===== config.mk =====
export PLATFORM = sky130hd
export DESIGN_NAME = depth_camera_general_regs
export DESIGN_NICKNAME = d
export VERILOG_FILES = /design/src/include/cam_regs_pkg.sv /design/src/rtl/layout_decode.sv /design/src/rtl/depth_camera_general_regs.sv
export SDC_FILE = /design/constraint.sdc
export NUM_CORES = 1
export LEC_CHECK = 0
export BUFFER_PORTS_ARGS = -buffer_cell sky130_fd_sc_hd__buf_4
export CAP_MARGIN = 20
export CORE_ASPECT_RATIO = 0.7
export CORE_MARGIN = 1
export CORE_UTILIZATION = 35
export DETAILED_ROUTE_END_ITERATION = 8
export PLACE_DENSITY = 0.57
export SLEW_MARGIN = 20
export SYNTH_ARGS = -nofsm -noshare
export SYNTH_HDL_FRONTEND = slang
export SYNTH_SLANG_ARGS = --single-unit

===== constraint.sdc =====
create_clock -name i_ref_clk -period 3.9 [get_ports i_ref_clk]
set_clock_uncertainty 0.15 [all_clocks]
set_input_delay 0.585 -clock i_ref_clk [delete_from_list [all_inputs] [get_ports i_ref_clk]]
set_output_delay 0.585 -clock i_ref_clk [all_outputs]
set_load 0.01 [all_outputs]

===== src/include/cam_regs_pkg.sv =====
package cam_regs_pkg;

    localparam int unsigned      ADDR_W          = 16;
    localparam int unsigned      DATA_W          = 16;

    // Register offsets
    localparam logic [15:0]      OFS_CONTROL     = 16'h0001;
    localparam logic [15:0]      OFS_STATUS      = 16'h0003;
    localparam logic [15:0]      OFS_LAYOUT      = 16'h0004;
    localparam logic [15:0]      OFS_EXPOSURE    = 16'h0005;
    localparam logic [15:0]      OFS_HW_ID       = 16'h0006;
    localparam logic [15:0]      OFS_REVISION    = 16'h0008;
    localparam logic [15:0]      OFS_MOD_INDEX   = 16'h0009;
    localparam logic [15:0]      OFS_RATE        = 16'h000a;
    localparam logic [15:0]      OFS_LENS        = 16'h000b;
    localparam logic [15:0]      OFS_SERIAL_LO   = 16'h000c;
    localparam logic [15:0]      OFS_SERIAL_HI   = 16'h000d;
    localparam logic [15:0]      OFS_TALLY       = 16'h000e;
    localparam logic [15:0]      OFS_UNLOCK      = 16'h0022;

    // Reset values
    localparam logic [15:0]      RST_CONTROL     = 16'h0001;
    localparam logic [15:0]      RST_STATUS      = 16'h0040;
    localparam logic [15:0]      RST_LAYOUT      = 16'h0000;
    localparam logic [15:0]      RST_EXPOSURE    = 16'h01f4;
    localparam logic [15:0]      RST_MOD_INDEX   = 16'h08ca;
    localparam logic [15:0]      RST_RATE        = 16'h0019;
    localparam logic [15:0]      RST_LENS        = 16'h005a;
    localparam logic [15:0]      RST_UNLOCK      = 16'h0000;
    localparam logic [15:0]      RST_TALLY       = 16'h0000;

    // Control word bits
    localparam int unsigned      CTL_VIDEO       = 0;
    localparam int unsigned      CTL_TRIGGER     = 4;
    localparam int unsigned      CTL_CLR_STATUS  = 6;
    localparam int unsigned      CTL_BOOT        = 8;
    localparam int unsigned      CTL_BOOT_NET    = 12;
    localparam logic [15:0]      BOOT_KEY        = 16'h5e6b;

    // Status word bits
    localparam int unsigned      ST_BOOTLOADER   = 0;
    localparam int unsigned      ST_CALIB_BUSY   = 2;
    localparam int unsigned      ST_LED_SENS     = 3;
    localparam int unsigned      ST_MAIN_SENS    = 4;
    localparam int unsigned      ST_CALIB_MISS   = 5;
    localparam int unsigned      ST_FACTORY_MAP  = 6;
    localparam int unsigned      ST_LED_OVERTEMP = 9;
    localparam int unsigned      ST_BASE_SENS    = 14;

    // Layout field and codes
    localparam int unsigned      LAYOUT_LSB      = 3;
    localparam int unsigned      LAYOUT_W        = 8;
    localparam logic [7:0]       LAY_DEPTH_AMP   = 8'h00;
    localparam logic [7:0]       LAY_XYZ         = 8'h03;
    localparam logic [7:0]       LAY_XYZ_AMP     = 8'h04;
    localparam logic [7:0]       LAY_DEPTH_XYZ   = 8'h09;
    localparam logic [7:0]       LAY_AXIS_AMP    = 8'h0a;
    localparam logic [7:0]       LAY_TEST        = 8'h0b;
    localparam logic [7:0]       LAY_DEPTH       = 8'h0c;
    localparam logic [15:0]      TEST_CONST      = 16'hbeef;

    // Exposure limits in microseconds
    localparam logic [15:0]      EXPOSURE_MIN_US = 16'd50;
    localparam logic [15:0]      EXPOSURE_MAX_US = 16'd25000;

    // Modulation frequencies in kHz, indexed 0..8
    localparam int unsigned      MOD_ENTRIES     = 9;
    localparam logic [15:0]      MOD_KHZ [MOD_ENTRIES] = '{
        16'd5000, 16'd5630, 16'd6430, 16'd7500, 16'd9000,
        16'd11250, 16'd15000, 16'd22500, 16'd45000
    };

    // Revision fields
    localparam int unsigned      REV_PATCH_LSB   = 0;
    localparam int unsigned      REV_MINOR_LSB   = 6;
    localparam int unsigned      REV_MAJOR_LSB   = 11;

    typedef struct packed {
        logic                    wr;
        logic                    rd;
        logic [15:0]             addr;
        logic [15:0]             wdata;
    } reg_req_t;

    typedef struct packed {
        logic                    calib_busy;
        logic                    led_sens_err;
        logic                    main_sens_err;
        logic                    calib_missing;
        logic                    led_overtemp;
        logic                    base_sens_err;
    } health_t;

    typedef struct packed {
        logic [7:0]              layout;
        logic [15:0]             exposure_us;
        logic [15:0]             mod_khz;
        logic                    mod_valid;
        logic [15:0]             rate;
        logic [15:0]             lens;
    } capture_cfg_t;

endpackage : cam_regs_pkg


===== src/rtl/layout_decode.sv =====
`timescale 1ns/100ps
module layout_decode
    import cam_regs_pkg::*;
(
    input  wire logic [7:0]  i_code,
    output logic      [2:0]  o_channels,
    output logic             o_has_depth,
    output logic             o_has_amp,
    output logic             o_has_xyz,
    output logic             o_axis_only,
    output logic             o_test,
    output logic             o_valid
);

    always_comb begin
        o_channels  = 3'd0;
        o_has_depth = 1'b0;
        o_has_amp   = 1'b0;
        o_has_xyz   = 1'b0;
        o_axis_only = 1'b0;
        o_test      = 1'b0;
        o_valid     = 1'b1;
        case (i_code)
            LAY_DEPTH_AMP: begin
                o_channels  = 3'd2;
                o_has_depth = 1'b1;
                o_has_amp   = 1'b1;
            end
            LAY_XYZ: begin
                o_channels = 3'd3;
                o_has_xyz  = 1'b1;
            end
            LAY_XYZ_AMP: begin
                o_channels = 3'd4;
                o_has_xyz  = 1'b1;
                o_has_amp  = 1'b1;
            end
            LAY_DEPTH_XYZ: begin
                o_channels  = 3'd4;
                o_has_depth = 1'b1;
                o_has_xyz   = 1'b1;
            end
            LAY_AXIS_AMP: begin
                o_channels  = 3'd2;
                o_axis_only = 1'b1;
                o_has_amp   = 1'b1;
            end
            LAY_TEST: begin
                o_channels = 3'd4;
                o_test     = 1'b1;
            end
            LAY_DEPTH: begin
                o_channels  = 3'd1;
                o_has_depth = 1'b1;
            end
            default: o_valid = 1'b0;
        endcase
    end

endmodule : layout_decode


===== src/rtl/depth_camera_general_regs.sv =====
`timescale 1ns/100ps
module depth_camera_general_regs
    import cam_regs_pkg::*;
#(
    parameter logic [15:0] HW_ID       = 16'h1234, // Arbitrary identity value
    parameter logic [15:0] REVISION    = 16'h0841,
    parameter logic [31:0] SERIAL      = 32'h0000_0001
) (
    input  wire logic          i_ref_clk,
    input  wire logic          i_rst,
    input  wire reg_req_t      i_req,
    output logic      [15:0]   o_rdata,
    output logic               o_rvalid,
    input  wire logic          i_frame_done,
    input  wire logic          i_trigger_ack,
    input  wire logic          i_boot_running,
    input  wire health_t       i_health,
    output logic               o_video_mode,
    output logic               o_trigger_req,
    output logic               o_boot_start,
    output logic               o_boot_keep_net,
    output capture_cfg_t       o_cfg,
    output logic      [2:0]    o_channels,
    output logic               o_test_pattern,
    output logic      [15:0]   o_test_const
);

    logic [15:0] control;
    logic [15:0] next_control;
    logic [15:0] status_sticky;
    logic [15:0] next_status_sticky;
    logic [15:0] layout_reg;
    logic [15:0] next_layout_reg;
    logic [15:0] exposure;
    logic [15:0] next_exposure;
    logic [15:0] mod_index;
    logic [15:0] next_mod_index;
    logic [15:0] rate;
    logic [15:0] next_rate;
    logic [15:0] lens;
    logic [15:0] next_lens;
    logic [15:0] unlock_key;
    logic [15:0] next_unlock_key;
    logic [15:0] tally;
    logic [15:0] next_tally;
    logic        boot_start;
    logic        next_boot_start;
    logic        boot_keep_net;
    logic        next_boot_keep_net;
    logic [15:0] rdata;
    logic [15:0] next_rdata;
    logic        rvalid;
    logic        next_rvalid;
    logic [15:0] status_word;
    logic [15:0] mod_khz;
    logic        mod_valid;
    logic        key_ok;
    logic        wr_ctl;
    logic [7:0]  layout_code;

    assign wr_ctl      = i_req.wr && (i_req.addr == OFS_CONTROL);
    assign key_ok      = (unlock_key == BOOT_KEY);
    assign layout_code = layout_reg[LAYOUT_LSB +: LAYOUT_W];

    // Live sensor-fault inputs are ORed with their latched flags so a clear never hides a standing fault
    always_comb begin
        status_word                  = status_sticky;
        status_word[ST_BOOTLOADER]   = i_boot_running;
        status_word[ST_CALIB_BUSY]   = i_health.calib_busy;
        status_word[ST_CALIB_MISS]   = i_health.calib_missing;
        status_word[ST_LED_OVERTEMP] = i_health.led_overtemp;
        status_word[ST_LED_SENS]     = status_sticky[ST_LED_SENS] | i_health.led_sens_err;
        status_word[ST_MAIN_SENS]    = status_sticky[ST_MAIN_SENS] | i_health.main_sens_err;
        status_word[ST_BASE_SENS]    = status_sticky[ST_BASE_SENS] | i_health.base_sens_err;
    end

    always_comb begin
        mod_khz   = 16'd0;
        mod_valid = 1'b0;
        if (mod_index < 16'(MOD_ENTRIES)) begin
            mod_khz   = MOD_KHZ[mod_index[3:0]];
            mod_valid = 1'b1;
        end
    end

    always_comb begin
        next_control       = control;
        next_boot_start    = 1'b0;
        next_boot_keep_net = 1'b0;
        next_unlock_key    = unlock_key;
        next_status_sticky = status_sticky;
        if (control[CTL_TRIGGER] && i_trigger_ack) begin
            next_control[CTL_TRIGGER] = 1'b0;
        end
        if (i_req.wr && (i_req.addr == OFS_UNLOCK)) begin
            next_unlock_key = i_req.wdata;
        end
        if (wr_ctl) begin
            next_control[CTL_VIDEO] = i_req.wdata[CTL_VIDEO];
            // Trigger only latches in manual mode, so a video-mode trigger is dropped
            if (i_req.wdata[CTL_TRIGGER] && !i_req.wdata[CTL_VIDEO]) begin
                next_control[CTL_TRIGGER] = 1'b1;
            end
            if (i_req.wdata[CTL_CLR_STATUS]) begin
                next_status_sticky = 16'h0000;
            end
            if (key_ok && i_req.wdata[CTL_BOOT]) begin
                next_boot_start = 1'b1;
            end
            if (key_ok && i_req.wdata[CTL_BOOT_NET]) begin
                next_boot_start    = 1'b1;
                next_boot_keep_net = 1'b1;
            end
        end
        // Sensor faults are latched after the clear so a same-cycle fault survives
        if (i_health.led_sens_err) begin
            next_status_sticky[ST_LED_SENS] = 1'b1;
        end
        if (i_health.main_sens_err) begin
            next_status_sticky[ST_MAIN_SENS] = 1'b1;
        end
        if (i_health.base_sens_err) begin
            next_status_sticky[ST_BASE_SENS] = 1'b1;
        end
    end

    always_comb begin
        next_layout_reg = layout_reg;
        next_exposure   = exposure;
        next_mod_index  = mod_index;
        next_rate       = rate;
        next_lens       = lens;
        next_tally      = tally;
        if (i_req.wr) begin
            case (i_req.addr)
                OFS_LAYOUT:    next_layout_reg = i_req.wdata;
                OFS_EXPOSURE: begin
                    // Out-of-range exposure writes are ignored, keeping a safe value
                    if (i_req.wdata >= EXPOSURE_MIN_US && i_req.wdata <= EXPOSURE_MAX_US) begin
                        next_exposure = i_req.wdata;
                    end
                end
                OFS_MOD_INDEX: next_mod_index = i_req.wdata;
                OFS_RATE:      next_rate      = i_req.wdata;
                OFS_LENS:      next_lens      = i_req.wdata;
                default:       next_tally     = tally;
            endcase
        end
        if (i_frame_done) begin
            next_tally = 16'(tally + 16'd1);
        end
    end

    always_comb begin
        next_rvalid = i_req.rd;
        next_rdata  = 16'h0000;
        if (i_req.rd) begin
            case (i_req.addr)
                OFS_CONTROL:   next_rdata = control;
                OFS_STATUS:    next_rdata = status_word;
                OFS_LAYOUT:    next_rdata = layout_reg;
                OFS_EXPOSURE:  next_rdata = exposure;
                OFS_HW_ID:     next_rdata = HW_ID;
                OFS_REVISION:  next_rdata = REVISION;
                OFS_MOD_INDEX: next_rdata = mod_index;
                OFS_RATE:      next_rdata = rate;
                OFS_LENS:      next_rdata = lens;
                OFS_SERIAL_LO: next_rdata = SERIAL[15:0];
                OFS_SERIAL_HI: next_rdata = SERIAL[31:16];
                OFS_TALLY:     next_rdata = tally;
                OFS_UNLOCK:    next_rdata = unlock_key;
                default:       next_rdata = 16'h0000;
            endcase
        end
    end

    always_ff @(posedge i_ref_clk) begin
        if (i_rst) begin
            control       <= RST_CONTROL;
            status_sticky <= RST_STATUS;
            layout_reg    <= RST_LAYOUT;
            exposure      <= RST_EXPOSURE;
            mod_index     <= RST_MOD_INDEX;
            rate          <= RST_RATE;
            lens          <= RST_LENS;
            unlock_key    <= RST_UNLOCK;
            tally         <= RST_TALLY;
            boot_start    <= 1'b0;
            boot_keep_net <= 1'b0;
            rdata         <= 16'h0000;
            rvalid        <= 1'b0;
        end else begin
            control       <= next_control;
            status_sticky <= next_status_sticky;
            layout_reg    <= next_layout_reg;
            exposure      <= next_exposure;
            mod_index     <= next_mod_index;
            rate          <= next_rate;
            lens          <= next_lens;
            unlock_key    <= next_unlock_key;
            tally         <= next_tally;
            boot_start    <= next_boot_start;
            boot_keep_net <= next_boot_keep_net;
            rdata         <= next_rdata;
            rvalid        <= next_rvalid;
        end
    end

    layout_decode u_layout_decode (
        .i_code      (layout_code),
        .o_channels  (o_channels),
        .o_has_depth (),
        .o_has_amp   (),
        .o_has_xyz   (),
        .o_axis_only (),
        .o_test      (o_test_pattern),
        .o_valid     ()
    );

    assign o_test_const      = TEST_CONST;
    assign o_rdata           = rdata;
    assign o_rvalid          = rvalid;
    assign o_video_mode      = control[CTL_VIDEO];
    assign o_trigger_req     = control[CTL_TRIGGER];
    assign o_boot_start      = boot_start;
    assign o_boot_keep_net   = boot_keep_net;
    // One driver for the whole carrier rather than one per field
    assign o_cfg = '{layout:      layout_code,
                     exposure_us: exposure,
                     mod_khz:     mod_khz,
                     mod_valid:   mod_valid,
                     rate:        rate,
                     lens:        lens};

    property p_video_reset;
        @(posedge i_ref_clk) $fell(i_rst) |-> o_video_mode;
    endproperty
    a_video_reset: assert property (p_video_reset) else $error("video mode not set after reset");

    property p_trigger_clears;
        @(posedge i_ref_clk) disable iff (i_rst)
        (o_trigger_req && i_trigger_ack && !wr_ctl) |=> !o_trigger_req;
    endproperty
    a_trigger_clears: assert property (p_trigger_clears) else $error("trigger did not self-clear");

    property p_trigger_manual_only;
        @(posedge i_ref_clk) disable iff (i_rst) $rose(o_trigger_req) |-> !o_video_mode;
    endproperty
    a_trigger_manual_only: assert property (p_trigger_manual_only) else $error("trigger in video mode");

    property p_clear_status;
        @(posedge i_ref_clk) disable iff (i_rst)
        (wr_ctl && i_req.wdata[CTL_CLR_STATUS] && i_health == '0) |=> status_sticky == 16'h0000;
    endproperty
    a_clear_status: assert property (p_clear_status) else $error("status not cleared");

    property p_boot_needs_key;
        @(posedge i_ref_clk) disable iff (i_rst) o_boot_start |-> $past(key_ok) && $past(wr_ctl);
    endproperty
    a_boot_needs_key: assert property (p_boot_needs_key) else $error("boot without key");

    property p_boot_net;
        @(posedge i_ref_clk) disable iff (i_rst)
        (wr_ctl && key_ok && i_req.wdata[CTL_BOOT_NET]) |=> o_boot_start && o_boot_keep_net;
    endproperty
    a_boot_net: assert property (p_boot_net) else $error("network boot not started");

    property p_status_reset;
        @(posedge i_ref_clk) $fell(i_rst) |-> status_sticky == RST_STATUS;
    endproperty
    a_status_reset: assert property (p_status_reset) else $error("status reset value wrong");

    property p_exposure_range;
        @(posedge i_ref_clk) disable iff (i_rst)
        exposure >= EXPOSURE_MIN_US && exposure <= EXPOSURE_MAX_US;
    endproperty
    a_exposure_range: assert property (p_exposure_range) else $error("exposure out of range");

    property p_tally_step;
        @(posedge i_ref_clk) disable iff (i_rst) i_frame_done |=> tally == $past(tally) + 16'd1;
    endproperty
    a_tally_step: assert property (p_tally_step) else $error("tally did not increment");

    property p_ro_tally;
        @(posedge i_ref_clk) disable iff (i_rst)
        (i_req.wr && i_req.addr == OFS_TALLY && !i_frame_done) |=> $stable(tally);
    endproperty
    a_ro_tally: assert property (p_ro_tally) else $error("read-only tally changed by write");

endmodule : depth_camera_general_regs


==> results of run 1 <==
[per-layer routing]
metal  vias to the layer above  share of wire  routed length (microns)  GRT usage
met1                      3002           0.51                    11500      0.364
met3                        14          0.078                     1780     0.0471
met4                         0         0.0060                      137     0.0453
li1                       2946              -                        -          -
met5                         -              0                        0          0
met2                       285           0.41                     9300      0.308
[per-stage QoR]
step / hold slack [ns] / power [W] / cell area, sq um / worst slack [ns] / instances
2_1_floorplan: 0.273 / 0.00155 / 6780 / 1.49 / 796
3_3_place_gp: 0.286 / 0.00162 / 7720 / 0.651 / 1107
3_5_place_dp: 0.293 / 0.00162 / 7720 / 0.673 / 1107
4_1_cts: 0.242 / 0.00322 / 8310 / 0.966 / 1138
5_1_grt: 0.248 / 0.00330 / 8310 / 0.787 / 1138
6_report: 0.242 / 0.00322 / 8310 / 0.947 / 1138
[power by group]
group	switching, W	leakage, nW	internal (W)
registers	0.00000403	1.11	0.00140
clock network	0.000636	0.288	0.000989
logic	0.000124	2.16	0.0000586
total	0.000765	3.55	0.00245
[critical path, cell delays in order (launching register included)]
cell and delay [ns]:
dfxtp_1 0.32, nor4_1 0.55, nand4_1 0.47, inv_1 0.17
and3_1 0.16, buf_4 0.11
[cell type report]
| type | instances | area share |
|---|---|---|
| clock inverter | 11 | 0.0146 |
| sequential | 137 | 0.330 |
| inverter | 11 | 0.00497 |
| timing repair buffer | 152 | 0.137 |
| clock buffer | 20 | 0.0562 |
| tap | 242 | 0.0364 |
| multi-input combinational | 565 | 0.421 |
[placed cells by master (no fill, tap or decap), drive strengths merged, types with 5 or more instances in the layout]
| cell | netlist | final |
|---|---|---|
| o211ai | 5 | 5 |
| nor2 | 80 | 80 |
| nand2b | 6 | 6 |
| dfxtp | 137 | 137 |
| a21oi | 60 | 60 |
| ha | 5 | 5 |
| nand4 | 9 | 9 |
| nor3 | 11 | 11 |
| o21ai | 34 | 34 |
| clkbuf | 36 | 20 |
| or4 | 6 | 6 |
| or3 | 9 | 9 |
| nand2 | 98 | 98 |
| nand3 | 35 | 35 |
| mux2 | 7 | 7 |
| conb | 2 | 17 |
| mux2i | 52 | 52 |
| xor2 | 8 | 8 |
| inv | 11 | 12 |
| and3 | 8 | 8 |
| a22oi | 25 | 25 |
| a22o | 20 | 20 |
| nor4 | 8 | 8 |
| buf | 47 | 152 |
| clkinv | 0 | 6 |
| a31oi | 11 | 11 |
| nor2b | 8 | 8 |
[worst paths after layout]
path | slack [ns] | cells past startpoint | end | from
setup / recovery | 0.95 | 5 | o_cfg[37] | mod_index[11]
hold / removal | 0.24 | 3 | status_sticky[3] | i_health[4]
setup reg to reg | 2.08 | 5 | tally[11] | tally[2]
hold reg to reg | 0.31 | 2 | status_sticky[6] | status_sticky[6]
[cell families (layout without fill, tap and decap cells)]
logic type / count (synthesis) / in the layout / synth area share
other: 2 / 17 / 0.00112
buffers and inverters: 94 / 194 / 0.0808
multiplexers: 59 / 59 / 0.0891
adder cells (fa/ha/maj): 5 / 5 / 0.00930
XOR/XNOR: 10 / 10 / 0.0130
AND/OR/NAND/NOR: 295 / 295 / 0.215
AO/OA/AOI/OAI: 179 / 179 / 0.184
flip-flops: 137 / 137 / 0.408
==> results.sh, run 1 <==
export IMPL_status="complete, no violations"
export IMPL_worstSkewPairLatency_ns=0.41
export IMPL_max_cap_violations=0
export IMPL_netlist_top_cells_count="137 x dfxtp_1, 98 x nand2_1, 80 x nor2_1, 56 x a21oi_1, 52 x mux2i_1"
export IMPL_slew_headroom=0.299
export IMPL_ys_async_sr_fraction=0
export IMPL_grt_pass1_vias=5539
export IMPL_hold_buffers=0
export IMPL_overflow=0
export IMPL_gp_congestion=0.862
export IMPL_clk_path_buf_depth=2
export IMPL_cts_tree="done"
export IMPL_antenna_found_initial=0
export IMPL_p_leak_nw=3.55
export IMPL_drc_errors=0
export IMPL_cts_inserted_buffers=17
export IMPL_synth_top_area_share=0.408
export IMPL_cts_sinks=137
export IMPL_hp_class="in -> reg"
export IMPL_layout_worst_path_cycle_share=0.757
export IMPL_synth_cell_types=68
export IMPL_cp_max_fo=10
export IMPL_syn_avg_cell_area_sq_um=8.61
export IMPL_yosysSeqAreaShare=0.408
export IMPL_cp_arrival_ns=2.22
export IMPL_grt_setup_unrepaired="no"
export IMPL_seqCellArea_sq_mm=0.00274
export IMPL_timing_fmax_mhz=339
export IMPL_finalCriticalPeriod_ns=2.95
export IMPL_placement_io_buffers=141
export IMPL_fp_dieArea_sq_mm=0.0198
export IMPL_grtUsageTotal=0.229
export IMPL_setup_tns_ns=0
export IMPL_ir_drop_uv=260
export IMPL_die_w_microns=168
export IMPL_crit_type="reg -> out"
export IMPL_fill_cells=1879
export IMPL_placementRows=42
export IMPL_setup_viol=0
export IMPL_post_cts_buffers=0
export IMPL_start_kind="register"
export IMPL_drt_iter0_markers=642
export IMPL_routed_wl_mm=22.7
export IMPL_yosysTopAreaCell="dfxtp_1"
export IMPL_ys_warn_count=0
export IMPL_synthTopCellsByArea="dfxtp_1 41%, mux2i_1 7.7%, nand2_1 5.5%"
export IMPL_cts_clk_slew_worst_paths_ns=0.06
export IMPL_antennaDiodeCount=0
export IMPL_start_util=0.356
export IMPL_tightestPinTransition_ns=1.05
export IMPL_grt_max_degree=64
export IMPL_vias=6247
export IMPL_coreArea_sq_mm=0.0189
export IMPL_dr_pass1_iters=5
export IMPL_cts_resized=0
export IMPL_synth_flop_cell="dfxtp_1"
export IMPL_synth_cells=781
export IMPL_dp_hpwl_mm=16.3
export IMPL_post_route_util=0.441
export IMPL_netlist_area_sq_mm=0.00672
export IMPL_ant_nets=0
export IMPL_multi_input_area_sq_mm=0.00349
export IMPL_finalHoldViolCount=0
export IMPL_synth_most_common_cell="dfxtp_1"
export IMPL_synth_enable_flop_cells=0
export IMPL_fin_nets=934
export IMPL_ys_ff_latch=137
export IMPL_htree_levels=4
export IMPL_routedWlPerCell_microns=20.0
export IMPL_fp_dieH_microns=118
export IMPL_area_delta_synth_final_pct=23.6
export IMPL_ios=159
export IMPL_drv_slew=0
export IMPL_end_kind="primary output"
export IMPL_vias_per_cell=5.49
export IMPL_drive_gt1_frac=0.237
export IMPL_grt_pass1_wl_mm=34.3
export IMPL_root_buffer="clkbuf_16"
export IMPL_worstPathRequired_ns=3.16
export IMPL_powerDensity_mw_per_mm2=387
Power figures use the tool's default switching activity.
==> run 2, diff against run 1 <==
--- a/config.mk
+++ b/config.mk
@@ -11,7 +11,7 @@
 export CORE_MARGIN = 1
 export CORE_UTILIZATION = 35
 export DETAILED_ROUTE_END_ITERATION = 8
-export PLACE_DENSITY = 0.57
+export PLACE_DENSITY = 0.59
 export SLEW_MARGIN = 20
 export SYNTH_ARGS = -nofsm -noshare
 export SYNTH_HDL_FRONTEND = slang
==> constraint.sdc (replaced) <==
create_clock -name i_ref_clk -period 2.5 [get_ports i_ref_clk]
set_clock_uncertainty 0.15 [all_clocks]
set_input_delay 0.375 -clock i_ref_clk [delete_from_list [all_inputs] [get_ports i_ref_clk]]
set_output_delay 0.375 -clock i_ref_clk [all_outputs]
set_load 0.01 [all_outputs]
==> results.sh, run 2 (same netlist as run 1, synthesis figures left out) <==
export IMPL_status="complete, no violations"
export IMPL_placementRows=42
export IMPL_worstPathRequired_ns=1.98
export IMPL_overflow=0
export IMPL_antenna_found_initial=0
export IMPL_routedWlPerCell_microns=20.2
export IMPL_hold_buffers=0
export IMPL_r2r_cells=4
export IMPL_p_clk_frac=0.499
export IMPL_p_leak_nw=3.79
export IMPL_cts_clk_slew_worst_paths_ns=0.06
export IMPL_post_place_cells=1149
export IMPL_vias_per_cell=5.45
export IMPL_antennaDiodeCount=0
export IMPL_powerDensity_mw_per_mm2=575
export IMPL_gp_congestion=0.894
export IMPL_vias=6436
export IMPL_crit_type="reg -> out"
export IMPL_end_kind="primary output"
export IMPL_start_kind="register"
export IMPL_layout_worst_path_cycle_share=0.965
export IMPL_seq_power_share=0.438
export IMPL_ios=159
export IMPL_drive_gt1_frac=0.274
export IMPL_whs_path_depth=3
export IMPL_max_cap_violations=0
export IMPL_area_delta_synth_final_pct=29.7
export IMPL_coreArea_sq_mm=0.0189
export IMPL_combPwrFrac=0.063
export IMPL_timing_fmax_mhz=414
export IMPL_slew_headroom=0.438
export IMPL_grt_pass1_vias=5711
export IMPL_cts_sinks=137
export IMPL_fin_nets=977
export IMPL_fp_dieArea_sq_mm=0.0198
export IMPL_cp_max_fo=9
export IMPL_finalHoldViolCount=0
export IMPL_finalCriticalPeriod_ns=2.41
export IMPL_grt_setup_unrepaired="no"
export IMPL_die_w_microns=168
export IMPL_start_util=0.356
export IMPL_hp_class="in -> reg"
export IMPL_root_buffer="clkbuf_16"
export IMPL_worstSkewPairLatency_ns=0.42
export IMPL_p_int_w=0.00378
export IMPL_setup_tns_ns=0
export IMPL_swShare=0.247
export IMPL_setup_viol=0
export IMPL_grt_pass1_wl_mm=35.5
export IMPL_htree_levels=4
export IMPL_placement_io_buffers=141
export IMPL_ir_drop_uv=441
export IMPL_power_w=0.00501
export IMPL_fp_dieH_microns=118
export IMPL_hold_slack_ns=0.0321
export IMPL_cp_arrival_ns=1.89
export IMPL_drc_errors=0
export IMPL_ant_nets=0
export IMPL_drt_iter0_markers=727
export IMPL_final_cells=1182
export IMPL_layout_commonest_cell="buf_4"
export IMPL_grt_max_degree=91
export IMPL_p_sw_w=0.00124
export IMPL_tightestPinTransition_ns=0.843
export IMPL_dp_hpwl_mm=17.4
export IMPL_dr_pass1_iters=6
export IMPL_grtUsageTotal=0.240
export IMPL_clk_path_buf_depth=2
export IMPL_cts_inserted_buffers=17
export IMPL_routed_wl_mm=23.8
export IMPL_mostFrequentLayoutCells="188 x buf_4, 136 x dfxtp_1, 98 x nand2_1"
export IMPL_drv_slew=0
export IMPL_cts_tree="done"
-- run 2: cell count changes in the layout (fill, tap and decap cells not counted), sizes merged --
cell	before	now
inv	12	14
buf	152	195
clkbuf	20	18
clkinv	6	7
-- run 2: stage by stage --
stage	worst slack, ns	utilization	instance area (sq um)
2_1_floorplan	0.303	-	6780
3_3_place_gp	-0.00565	0.431	8130
3_5_place_dp	-0.0239	0.431	8130
4_1_cts	0.00608	0.462	8710
5_1_grt	0.00747	0.462	8720
6_report	0.0872	0.462	8720
-- run 2: power groups by stage --
stage          Sequential, W  Combinational, W  Clock, W
2_1_floorplan        0.00224          0.000172         0
3_3_place_gp         0.00224          0.000310         0
3_5_place_dp         0.00225          0.000309         0
4_1_cts              0.00220          0.000310   0.00252
5_1_grt              0.00220          0.000334   0.00263
6_report             0.00220          0.000315   0.00250
-- run 2: per-layer routing --
metal  global-route usage  vias to the layer above  share of wire
met5                    0                        -              0
met4               0.0579                        0          0.010
met3               0.0646                       23          0.091
met2                0.323                      303           0.40
met1                0.370                     3071           0.50
li1                     -                     3039              -
-- run 2: final cells by class --
type,count,area (sq um)
Fill cell,1860,10100
Multi-Input combinational cell,565,3500
Sequential cell,137,2740
Timing Repair Buffer,195,1550
Clock buffer,18,429
Tap cell,242,303
Clock inverter,14,148
Inverter,11,41.3
-- run 2: worst paths after layout --
check	start	end	slack, ns
setup / recovery	mod_index[1]	o_cfg[44]	0.09
hold / removal	i_health[4]	status_sticky[3]	0.03
setup reg to reg	unlock_key[7]	o_boot_start	0.58
hold reg to reg	status_sticky[6]	status_sticky[6]	0.30
-- run 2: critical path, stage by stage, from the launching register on --
cell and delay [ns]:
dfxtp_1 0.36, inv_1 0.14, ha_1 0.22, nand2b_1 0.08, nand2_1 0.07, nand4_1 0.10
buf_4 0.20, a21oi_1 0.15, buf_4 0.15
-- run 2: timing repair --
item / CTS / global route
buffers inserted: 0 / 1
setup endpoints to repair: 6 / 12
pin swaps: 0 / 1
gates resized for setup: 1 / 2
